$ cat src/hw/tbs_pkg.sv
// Function
// - two-bit select routes one of four inputs
// - source 00 leaves user buffers untouched
// - source 01 loads user buffers from host
// - source 10 loads from received buffers
// - source 11: host first ten, receiver rest
// - validity select 0 inserts software validity
// - validity select 1 passes receiver validity
// - transfer done sets flag if enabled, unmasked
// - transfer flag drives interrupt and summary
// - slip or block start sets slip flag
// - slip source select picks the condition
// - slip flag drives interrupt and summary
// - status register read-only, upper bits zero
// - transfer mask 0 masks, default masked
// - slip mask 0 masks, default masked
// - trigger modes rising, falling, level, reserved
`default_nettype none

package tbs_pkg;

  // =====================================================
  // register offsets
  localparam logic [7:0] TBS_ADDR_CTRL2 = 8'h08;
  localparam logic [7:0] TBS_ADDR_SRC_CTRL = 8'h09;
  localparam logic [7:0] TBS_ADDR_STATUS = 8'h0a;
  localparam logic [7:0] TBS_ADDR_MASK = 8'h0b;

  // =====================================================
  // field positions
  localparam int TBS_BYP_LSB = 0;
  localparam int TBS_XFER_DIS_BIT = 2;
  localparam int TBS_SRC_LSB = 0;
  localparam int TBS_VALIDITY_SOURCE_SELECT_BIT = 2;
  localparam int TBS_DONE_BIT = 0;
  localparam int TBS_SLIP_BIT = 1;

  // =====================================================
  // reset values
  localparam logic [1:0] TBS_BYP_RST = 2'h0;
  localparam logic TBS_XFER_DIS_RST = 1'b0;
  localparam logic [1:0] TBS_SRC_RST = 2'h0;
  localparam logic TBS_VALIDITY_SOURCE_SELECT_RST = 1'b0;
  localparam logic [1:0] TBS_MASK_RST = 2'h0;

  // =====================================================
  // buffer source codes
  localparam logic [1:0] TBS_SRC_NONE = 2'h0;
  localparam logic [1:0] TBS_SRC_HOST = 2'h1;
  localparam logic [1:0] TBS_SRC_RECV = 2'h2;
  localparam logic [1:0] TBS_SRC_SPLIT = 2'h3;
  localparam logic [7:0] TBS_HOST_BYTES = 8'h0a;

  // =====================================================
  // trigger mode codes
  localparam logic [1:0] TBS_TRIG_RISE = 2'h0;
  localparam logic [1:0] TBS_TRIG_FALL = 2'h1;
  localparam logic [1:0] TBS_TRIG_LEVEL = 2'h2;
  localparam logic [1:0] TBS_TRIG_RSVD = 2'h3;

endpackage : tbs_pkg

`default_nettype wire

$ cat src/hw/tbs_event_detect.sv
`default_nettype none

// =====================================================
// event trigger detector
module tbs_event_detect
  import tbs_pkg::*;
(
  input wire logic clock_i,
  input wire logic rst_i,
  input wire logic sig_i,
  input wire logic [1:0] mode_i,
  output logic hit_o
);

  logic prev_q;
  logic prev_d;

  // previous level for edge detection
  always_comb begin
    prev_d = sig_i;
  end

  always_ff @(posedge clock_i) begin
    if (rst_i) begin
      prev_q <= 1'b0;
    end else begin
      prev_q <= prev_d;
    end
  end

  // reserved code raises nothing, safest reading
  always_comb begin
    unique case (mode_i)
      TBS_TRIG_RISE: hit_o = sig_i & ~prev_q;
      TBS_TRIG_FALL: hit_o = ~sig_i & prev_q;
      TBS_TRIG_LEVEL: hit_o = sig_i;
      TBS_TRIG_RSVD: hit_o = 1'b0;
    endcase
  end

endmodule : tbs_event_detect

`default_nettype wire

$ cat src/hw/tbs_top.sv
`default_nettype none

// =====================================================
// transmitter buffer source and event registers
module tbs_top
  import tbs_pkg::*;
(
  input wire logic clock_i,
  input wire logic rst_i,
  // host register port
  input wire logic [7:0] reg_addr_i,
  input wire logic [7:0] reg_wdata_i,
  input wire logic reg_wr_i,
  input wire logic reg_rd_i,
  output logic [7:0] reg_rdata_o,
  // line receiver outputs, asynchronous pins
  input wire logic line_input_one_i,
  input wire logic line_input_two_i,
  input wire logic line_input_three_i,
  input wire logic line_input_four_i,
  output logic bypass_out_o,
  // host and receiver buffer byte streams
  input wire logic host_ua_wr_i,
  input wire logic [7:0] host_ua_idx_i,
  input wire logic [7:0] host_ua_data_i,
  input wire logic ra_valid_i,
  input wire logic [7:0] ra_idx_i,
  input wire logic [7:0] ra_data_i,
  output logic ua_wr_o,
  output logic [7:0] ua_idx_o,
  output logic [7:0] ua_data_o,
  // validity
  input wire logic sw_validity_i,
  input wire logic rx_validity_i,
  output logic validity_o,
  // event sources and settings from neighbouring registers
  input wire logic buffer_transfer_done_i,
  input wire logic data_slip_i,
  input wire logic block_start_i,
  input wire logic slip_source_select_i,
  input wire logic [1:0] buffer_done_trigger_mode_i,
  input wire logic [1:0] slip_trigger_mode_i,
  output logic int_n_o,
  output logic tx_summary_o
);

  // =====================================================
  // register file
  logic [1:0] bypass_input_select_q, bypass_input_select_d;
  logic buffer_transfer_disable_q, buffer_transfer_disable_d;
  logic [1:0] aux_buffer_source_select_q, aux_buffer_source_select_d;
  logic validity_source_select_q, validity_source_select_d;
  logic buffer_transfer_done_mask_q, buffer_transfer_done_mask_d;
  logic source_slip_mask_q, source_slip_mask_d;
  logic [7:0] rdata_q, rdata_d;
  logic rd_status;

  assign rd_status = reg_rd_i && (reg_addr_i == TBS_ADDR_STATUS);

  // host writes; status register ignores writes
  always_comb begin
    bypass_input_select_d = bypass_input_select_q;
    buffer_transfer_disable_d = buffer_transfer_disable_q;
    aux_buffer_source_select_d = aux_buffer_source_select_q;
    validity_source_select_d = validity_source_select_q;
    buffer_transfer_done_mask_d = buffer_transfer_done_mask_q;
    source_slip_mask_d = source_slip_mask_q;
    if (reg_wr_i) begin
      unique case (reg_addr_i)
        TBS_ADDR_CTRL2: begin
          bypass_input_select_d = reg_wdata_i[TBS_BYP_LSB +: 2];
          buffer_transfer_disable_d = reg_wdata_i[TBS_XFER_DIS_BIT];
        end
        TBS_ADDR_SRC_CTRL: begin
          aux_buffer_source_select_d = reg_wdata_i[TBS_SRC_LSB +: 2];
          validity_source_select_d = reg_wdata_i[TBS_VALIDITY_SOURCE_SELECT_BIT];
        end
        TBS_ADDR_MASK: begin
          buffer_transfer_done_mask_d = reg_wdata_i[TBS_DONE_BIT];
          source_slip_mask_d = reg_wdata_i[TBS_SLIP_BIT];
        end
        default: begin
        end
      endcase
    end
  end

  always_ff @(posedge clock_i) begin
    if (rst_i) begin
      bypass_input_select_q <= TBS_BYP_RST;
      buffer_transfer_disable_q <= TBS_XFER_DIS_RST;
      aux_buffer_source_select_q <= TBS_SRC_RST;
      validity_source_select_q <= TBS_VALIDITY_SOURCE_SELECT_RST;
      buffer_transfer_done_mask_q <= TBS_MASK_RST[TBS_DONE_BIT];
      source_slip_mask_q <= TBS_MASK_RST[TBS_SLIP_BIT];
    end else begin
      bypass_input_select_q <= bypass_input_select_d;
      buffer_transfer_disable_q <= buffer_transfer_disable_d;
      aux_buffer_source_select_q <= aux_buffer_source_select_d;
      validity_source_select_q <= validity_source_select_d;
      buffer_transfer_done_mask_q <= buffer_transfer_done_mask_d;
      source_slip_mask_q <= source_slip_mask_d;
    end
  end

  // =====================================================
  // event flags
  logic [1:0] flags_q, flags_d;
  logic done_hit, slip_sig, slip_hit, done_set, slip_set;
  logic int_n_q, int_n_d, summary_q, summary_d;

  tbs_event_detect u_done_detect (
    .clock_i(clock_i),
    .rst_i(rst_i),
    .sig_i(buffer_transfer_done_i),
    .mode_i(buffer_done_trigger_mode_i),
    .hit_o(done_hit)
  );

  // chosen slip condition feeds the trigger detector
  assign slip_sig = slip_source_select_i ? block_start_i : data_slip_i;

  tbs_event_detect u_slip_detect (
    .clock_i(clock_i),
    .rst_i(rst_i),
    .sig_i(slip_sig),
    .mode_i(slip_trigger_mode_i),
    .hit_o(slip_hit)
  );

  assign done_set = done_hit && !buffer_transfer_disable_q && buffer_transfer_done_mask_q;
  assign slip_set = slip_hit && source_slip_mask_q;

  // a new event in the clearing read wins, so no event is lost
  always_comb begin
    flags_d = flags_q;
    if (rd_status) begin
      flags_d = 2'h0;
    end
    if (done_set) begin
      flags_d[TBS_DONE_BIT] = 1'b1;
    end
    if (slip_set) begin
      flags_d[TBS_SLIP_BIT] = 1'b1;
    end
    int_n_d = ~|flags_d;
    summary_d = |flags_d;
  end

  always_ff @(posedge clock_i) begin
    if (rst_i) begin
      flags_q <= 2'h0;
      int_n_q <= 1'b1;
      summary_q <= 1'b0;
    end else begin
      flags_q <= flags_d;
      int_n_q <= int_n_d;
      summary_q <= summary_d;
    end
  end

  // =====================================================
  // read data, registered one cycle after the strobe
  always_comb begin
    rdata_d = 8'h00;
    if (reg_rd_i) begin
      unique case (reg_addr_i)
        TBS_ADDR_CTRL2: begin
          rdata_d[TBS_BYP_LSB +: 2] = bypass_input_select_q;
          rdata_d[TBS_XFER_DIS_BIT] = buffer_transfer_disable_q;
        end
        TBS_ADDR_SRC_CTRL: begin
          rdata_d[TBS_SRC_LSB +: 2] = aux_buffer_source_select_q;
          rdata_d[TBS_VALIDITY_SOURCE_SELECT_BIT] = validity_source_select_q;
        end
        TBS_ADDR_STATUS: begin
          rdata_d[1:0] = flags_q;
        end
        TBS_ADDR_MASK: begin
          rdata_d[TBS_DONE_BIT] = buffer_transfer_done_mask_q;
          rdata_d[TBS_SLIP_BIT] = source_slip_mask_q;
        end
        default: begin
        end
      endcase
    end
  end

  always_ff @(posedge clock_i) begin
    if (rst_i) begin
      rdata_q <= 8'h00;
    end else begin
      rdata_q <= rdata_d;
    end
  end

  // =====================================================
  // bypass multiplexer
  logic [3:0] line_meta_q, line_meta_d, line_sync_q, line_sync_d;
  logic bypass_q, bypass_d, bypass_pick;

  assign bypass_pick = line_sync_q[bypass_input_select_q];

  // pins are asynchronous, so two flops before the mux
  always_comb begin
    line_meta_d = {line_input_four_i, line_input_three_i, line_input_two_i, line_input_one_i};
    line_sync_d = line_meta_q;
    bypass_d = bypass_pick;
  end

  always_ff @(posedge clock_i) begin
    if (rst_i) begin
      line_meta_q <= 4'h0;
      line_sync_q <= 4'h0;
      bypass_q <= 1'b0;
    end else begin
      line_meta_q <= line_meta_d;
      line_sync_q <= line_sync_d;
      bypass_q <= bypass_d;
    end
  end

  // =====================================================
  // user buffer loader and validity
  logic ua_wr_q, ua_wr_d, validity_q, validity_d;
  logic [7:0] ua_idx_q, ua_idx_d, ua_data_q, ua_data_d;
  logic host_low;

  assign host_low = host_ua_idx_i < TBS_HOST_BYTES;

  // host wins a same-cycle clash in split mode
  always_comb begin
    ua_wr_d = 1'b0;
    ua_idx_d = ua_idx_q;
    ua_data_d = ua_data_q;
    unique case (aux_buffer_source_select_q)
      TBS_SRC_NONE: begin
        ua_wr_d = 1'b0;
      end
      TBS_SRC_HOST: begin
        if (host_ua_wr_i) begin
          ua_wr_d = 1'b1;
          ua_idx_d = host_ua_idx_i;
          ua_data_d = host_ua_data_i;
        end
      end
      TBS_SRC_RECV: begin
        if (ra_valid_i) begin
          ua_wr_d = 1'b1;
          ua_idx_d = ra_idx_i;
          ua_data_d = ra_data_i;
        end
      end
      TBS_SRC_SPLIT: begin
        if (host_ua_wr_i && host_low) begin
          ua_wr_d = 1'b1;
          ua_idx_d = host_ua_idx_i;
          ua_data_d = host_ua_data_i;
        end else if (ra_valid_i && (ra_idx_i >= TBS_HOST_BYTES)) begin
          ua_wr_d = 1'b1;
          ua_idx_d = ra_idx_i;
          ua_data_d = ra_data_i;
        end
      end
    endcase
    // both sources see the same single register stage
    validity_d = validity_source_select_q ? rx_validity_i : sw_validity_i;
  end

  always_ff @(posedge clock_i) begin
    if (rst_i) begin
      ua_wr_q <= 1'b0;
      ua_idx_q <= 8'h00;
      ua_data_q <= 8'h00;
      validity_q <= 1'b0;
    end else begin
      ua_wr_q <= ua_wr_d;
      ua_idx_q <= ua_idx_d;
      ua_data_q <= ua_data_d;
      validity_q <= validity_d;
    end
  end

  assign reg_rdata_o = rdata_q;
  assign bypass_out_o = bypass_q;
  assign ua_wr_o = ua_wr_q;
  assign ua_idx_o = ua_idx_q;
  assign ua_data_o = ua_data_q;
  assign validity_o = validity_q;
  assign int_n_o = int_n_q;
  assign tx_summary_o = summary_q;
endmodule : tbs_top

`default_nettype wire

$ cat config.mk
export PLATFORM = sky130hd
export DESIGN_NAME = tbs_top
export DESIGN_NICKNAME = d
export VERILOG_FILES = /design/src/hw/tbs_pkg.sv /design/src/hw/tbs_event_detect.sv /design/src/hw/tbs_top.sv
export SDC_FILE = /design/constraint.sdc
export NUM_CORES = 1
export LEC_CHECK = 0
export BUFFER_PORTS_ARGS = -buffer_cell sky130_fd_sc_hd__buf_2
export CAP_MARGIN = 20
export CORE_ASPECT_RATIO = 0.7
export CORE_MARGIN = 2
export CORE_UTILIZATION = 45
export CTS_BUF_LIST = sky130_fd_sc_hd__clkbuf_4 sky130_fd_sc_hd__clkbuf_8
export DETAILED_ROUTE_END_ITERATION = 16
export GPL_TIMING_DRIVEN = 0
export PLACE_DENSITY = 0.79
export RECOVER_POWER = 50
export SYNTH_ARGS = -nofsm -noshare
export SYNTH_HDL_FRONTEND = slang
export SYNTH_HIERARCHICAL = 1
export SYNTH_SLANG_ARGS = --single-unit
$ cat constraint.sdc
create_clock -name clock_i -period 1.9 [get_ports clock_i]
set_input_delay 0.38 -clock clock_i [delete_from_list [all_inputs] [get_ports clock_i]]
set_output_delay 0.38 -clock clock_i [all_outputs]
set_load 0.02 [all_outputs]
== Yosys cells after proc, flatten, opt, wreduce, memory -nomap -nowiden ==
Cells that the tools add are included.
W data, S select, Z words.

* Bits in registers: 49
* Input port bits: 68
* Output and inout port bits: 29

* $lt $le $gt $ge: 3
* Equality and inequality tests: 16
* Mux-type cells: 26
* Bitwise logic cells: 9
* Reduce and logical (&&, ||, !) cells: 18

{| class="wikitable"
|+ Operators with widths
! kind !! number
|-
| $mux W8 || 8
|-
| $pmux W8 S3 || 2
|-
| $eq A8 B4 Y1 const B || 4
|-
| $eq A2 B2 Y1 const B || 6
|-
| $pmux W1 S4 || 3
|-
| $mux W1 || 9
|-
| $ge A8 B4 Y1 const B || 1
|-
| $lt A8 B4 Y1 const B || 1
|-
| $pmux W2 S4 || 1
|-
| $eq A2 B1 Y1 const B || 3
|-
| $logic_and A1 B1 Y1 || 6
|-
| $logic_not A2 Y1 || 3
|-
| $reduce_and A2 Y1 || 3
|-
| $not A1 Y1 || 5
|-
| $and A1 B1 Y1 || 4
|-
| $ne A2 B2 Y1 const B || 2
|-
| $reduce_and A4 Y1 || 1
|-
| $reduce_or A2 Y1 || 2
|-
| $lt A2 B3 Y1 const B || 1
|-
| $ne A3 B3 Y1 const B || 1
|-
| $reduce_bool A3 Y1 || 1
|-
| $bmux W1 S2 || 1
|-
| $logic_not A1 Y1 || 2
|-
| $mux W2 || 1
|-
| $pmux W1 S2 || 1
|}

== Longest topological paths before layout ==
* Depth in word-level cells: 8
* Mapped depth: 10
* Mapped depth without buffers: 6

== Modules after synthesis ==
Netlist, hierarchy kept.

{| class="wikitable"
|+ By module, submodules not included
! module !! instances !! cells an instance !! area an instance (µm²) !! seq. area each (µm²)
|-
| tbs_top || 1 || 230 || 2185.8 || 840.8
|-
| tbs_event_detect || 2 || 6 || 52.6 || 20.0
|}

== Worst setup path before layout ==
Ideal clock, no wire load.

* Path kind: reg2reg
* Start: register aux_buffer_source_select_q[0]
* End: register ua_data_q[6] (netlist: ua_data_o[6])
* Arrival time: 1.682 ns
* Required time: 1.765 ns
* Path slack: 0.084 ns
* Stages on the path, launching flop included: 11
* Buffers on the path: 4
* Cell sequence: dfxtp_1 -> inv_1 -> ha_1 -> buf_2 -> a22oi_1 -> and3_1 -> buf_2 -> or2_1 -> buf_6 -> buf_12 -> a41oi_2

* Longest elaborated chain between the ends: 3
* Elaborated cells between the ends (all ways): 9
* Those cells by class: eq/ne: 6; mux: 1; reduce/logical: 2

{| class="wikitable"
|+ Ends and longest elaborated chain
! element !! line !! RTL
|-
| start: declaration || tbs_top.sv:51 || <nowiki>logic [1:0] aux_buffer_source_select_q, aux_buffer_source_select_d;</nowiki>
|-
| start signal: assignment || tbs_top.sv:99 || <nowiki>aux_buffer_source_select_q <= aux_buffer_source_select_d;</nowiki>
|-
| $eq A2 B2 Y1 / $eq A2 B1 Y1 (equally long branches) || tbs_top.sv:236 || <nowiki>unique case (aux_buffer_source_select_q)</nowiki>
|-
| $ne A3 B3 Y1 (no line) (tied with other cells) || - ||
|-
| $reduce_and A4 Y1 (no line) || - ||
|-
| end signal: assignment || tbs_top.sv:279 || <nowiki>ua_data_q <= ua_data_d;</nowiki>
|-
| end: declaration || tbs_top.sv:226 || <nowiki>logic [7:0] ua_idx_q, ua_idx_d, ua_data_q, ua_data_d;</nowiki>
|}

Parallel ways exist; a longest one is shown, timed or not.
A chain may end at the register's enable or synchronous reset.

== Final worst setup path ==
* Start: register aux_buffer_source_select_q[0]
* End: register ua_idx_q[6] (netlist: ua_idx_o[6])

* Longest elaborated chain between the ends: 3
* Elaborated cells between the ends (all ways): 9
* Those cells by class: eq/ne: 6; mux: 1; reduce/logical: 2

{| class="wikitable"
|+ Ends and longest elaborated chain
! element !! line !! RTL
|-
| $eq A2 B2 Y1 / $eq A2 B1 Y1 (equally long branches) || tbs_top.sv:236 ||
|-
| $ne A3 B3 Y1 (no line) (tied with other cells) || - ||
|-
| $reduce_and A4 Y1 (no line) || - ||
|-
| end signal: assignment || tbs_top.sv:278 || <nowiki>ua_idx_q <= ua_idx_d;</nowiki>
|-
| end: declaration || tbs_top.sv:226 ||
|}

Parallel ways exist; a longest one is shown, timed or not.

==> results_dict.tcl <==
set metrics [dict create \
    outcome "complete, no violations" \
    finalSetupViolCount 0 \
    ys_warn_count 6 \
    clock_latency_ns 0.30 \
    row_count 21 \
    p_per_area_nw_per_um2 616.1 \
    syn_area_um2 2291 \
    skew_ns 0.006510 \
    synthCells 242 \
    endpoint_kind "flip-flop" \
    path_clk_slew_ns 0.09 \
    swShare_pct 22.84 \
    instances_no_fill 412 \
    period_needed_ns 1.826 \
    htree_levels 2 \
    worstMarginPinSlew_ns 0.5502 \
    preCtsSetupSlack_ns -0.1826 \
    intPower_mw 1.449 \
    yosysSeqAreaShare_pct 38.45 \
    ant_nets 0 \
    p_comb_share_pct 10.1 \
    cts_root_buffer "clkbuf_8" \
    grt_overflow_total 0 \
    ctsLongestPathBuffers 2 \
    nNetsFinal 414 \
    drive_above_1_share_pct 33.82 \
    syn_to_final_growth_pct 33.10 \
    postCtsHoldBufs 0 \
    die_w_um 89.28 \
    maxSlewHeadroom_pct 63.32 \
    cts_buffers 5 \
    hpwl_um 4390 \
    fmax_mhz 547.7 \
    fin_area_um2 3049 \
    drv_cap 0 \
    dp.cells 399 \
    cts.sinks 44 \
    vdd_drop_max_uv 467.7 \
    worstPathArrival_ns 2.05 \
    min_delay_path_depth 2 \
    grt_pass1_vias 2062 \
    worstPathRequired_ns 2.13 \
    power_mw 1.879 \
    drt_iter0_markers 233 \
    coreArea_um2 4835 \
    ys.flop_type "dfxtp_1" \
    drc 0 \
    wirelength_um 6079 \
    grt_first_pass_wirelength_um 9466 \
    grt_max_degree 15 \
    sequentialPowerShare_pct 49.8 \
    critPathKind "flip-flop to flip-flop" \
    cts_tree "done" \
    synth-edff-count 0 \
    grt_usage_pct 21.15 \
    grt_antenna_before_repair 0 \
    place.gp.congestion 0.9300 \
    hp-class "input pin to flip-flop" \
    portBuffers 84 \
    drt-pass1-iter-count 5 \
    place_area_um2 2813 \
    synth.distinct_cells 45 \
    wire_per_inst_um 14.75 \
    startpoint_type "flip-flop" \
    p_clk_share_pct 40.1 \
    start_util_pct 47.39 \
    p_leak_nw 1.275 \
    drv_slew 0 \
    synth.avg_cell_area_um2 9.467 \
    finalCritPeriodShare_pct 96.10 \
    die_h_um 63.70 \
    top_level_ports 97 \
    crit_path_max_fanout 8 \
    diodes 0 \
    reg2regPathDepth 9 \
    setup_slack_ns 0.07415 \
    timing.hold.ws_ns 0.2847 \
    vias 2293 \
    async_flop_share_pct 0 \
    viasPerCell 5.566 \
    finalHoldViolCount 0 \
    switching_power_mw 0.4291 \
    die-area_um2 5687 \
    nFillCells 438 \
    synth_seq_cells 44 \
]
==> state kept, by name (all words and copies together), names as in the netlist, 2 cells and up <==
signal                      cells
bypass_input_select_q           2
ua_data_o                       8
line_sync_q                     4
flags_q                         2
aux_buffer_source_select_q      2
ua_idx_o                        8
reg_rdata_o                     3
line_meta_q                     4
==> stage by stage <==
stage,util [%],setup TNS [ns]
after floorplan,-,0
after global placement,58.18,-2.193
final,63.07,0
after global routing,63.07,-0.008651
after detailed placement,58.18,-2.350
after CTS,61.21,0
==> repair_timing <==
| action | in CTS | in global routing |
|---|---|---|
| buffers inserted | 0 | 5 |
| gates cloned | 0 | 1 |
| endpoints found under the setup margin | 16 | 16 |
| pin swaps | 0 | 3 |
| gates resized for setup | 11 | 12 |
==> metal layers <==
layer	vias up	track usage [%]	share of wire [%]
met5	-	0	0
met4	0	5.970	1.1
met3	11	4.194	10
met2	145	30.93	43
met1	1049	31.36	46
li1	1088	-	-
==> area by class of cell <==
| class | instances | area [um2] | area share [%] |
|---|---|---|---|
| Clock buffer | 6 | 82.58 | 2.708 |
| Sequential cell | 44 | 888.4 | 29.13 |
| Timing Repair Buffer | 90 | 452.9 | 14.85 |
| Multi-Input combinational cell | 170 | 1309 | 42.92 |
| Inverter | 7 | 28.78 | 0.9438 |
| Buffer | 24 | 162.7 | 5.334 |
| Clock inverter | 2 | 38.79 | 1.272 |
| Tap cell | 69 | 86.33 | 2.831 |
==> cell families after synthesis <==
| group | synth area share [%] |
|---|---|
| and+or+nand+nor | 18.62 |
| AOI/OAI and AO/OA | 25.07 |
| DFF | 38.45 |
| buffers and inverters | 7.700 |
| muxes | 7.810 |
| adders and majority gates | 2.185 |
| other | 0.1637 |
==> cell usage in the layout (no fill, tap or decap), types with 2 or more instances in the layout <==
master / synthesis / final
buf_2: 5 / 62
dfxtp_1: 44 / 42
clkbuf_1: 12 / 34
nand3_1: 21 / 21
nor2b_1: 16 / 16
nor2_1: 15 / 14
o31ai_1: 16 / 14
a22oi_1: 13 / 12
buf_4: 5 / 11
mux2i_1: 10 / 10
a41oi_1: 8 / 8
a21oi_1: 6 / 6
clkbuf_8: 0 / 6
o21ai_0: 5 / 5
o21a_1: 5 / 5
a21oi_2: 5 / 5
conb_1: 1 / 5
buf_6: 2 / 4
inv_1: 6 / 4
and3_1: 4 / 3
a31oi_1: 3 / 3
a41oi_2: 3 / 3
nand3b_1: 3 / 3
nand2_1: 3 / 3
mux4_2: 3 / 3
nand2b_1: 3 / 3
ha_4: 0 / 3
a211oi_1: 2 / 2
o31ai_2: 0 / 2
dfxtp_4: 0 / 2
o22ai_1: 2 / 2
==> synth_stat cells (3+ instances only) <==
master	n	area (um2)
nand2b_1	3	18.77
buf_4	5	37.54
ha_1	4	50.05
nor2b_1	16	100.1
clkbuf_1	12	45.04
o21ai_0	5	25.02
mux2i_1	10	100.1
and3_1	4	25.02
nand2_1	3	11.26
a31oi_1	3	18.77
buf_2	5	25.02
nand3b_1	3	22.52
a21oi_1	6	30.03
a22oi_1	13	97.59
mux4_2	3	67.56
nand3_1	21	105.1
o31ai_1	16	120.1
a41oi_2	3	48.80
dfxtp_1	44	880.8
inv_1	6	22.52
nor2_1	15	56.30
a41oi_1	8	70.07
o21a_1	5	37.54
a21oi_2	5	43.79
==> worst max-delay path: stages (launching register included) <==
cell and delay (ns):
dfxtp_4 0.39, inv_4 0.06, ha_4 0.23, nor2b_1 0.12, o21a_1 0.19, buf_6 0.13, or2_1 0.21, buf_6 0.15
clkbuf_16 0.16, a21oi_2 0.11
==> final timing paths <==
| kind | from | slack [ns] | to |
|---|---|---|---|
| worst max register to register | aux_buffer_source_select_q[0]$_SDFFE_PP0P_ | 0.07 | ua_idx_o[6]$_SDFFE_PP0P_ |
| worst max-delay path | aux_buffer_source_select_q[0]$_SDFFE_PP0P_ | 0.07 | ua_idx_o[6]$_SDFFE_PP0P_ |
| worst min register to register | line_meta_q[3]$_SDFF_PP0_ | 0.44 | line_sync_q[3]$_SDFF_PP0_ |
| worst min-delay path | line_input_two_i | 0.28 | line_meta_q[1]$_SDFF_PP0_ |
==> power groups by stage <==
stage | logic, mW | clock network (mW) | registers, mW
floorplan | 0.0846 | 0 | 0.963
global placement | 0.182 | 0 | 0.959
detailed placement | 0.185 | 0 | 0.960
CTS | 0.187 | 0.768 | 0.936
global route | 0.207 | 0.807 | 0.937
finish | 0.190 | 0.754 | 0.935
(Power assumes the default switching activity.)
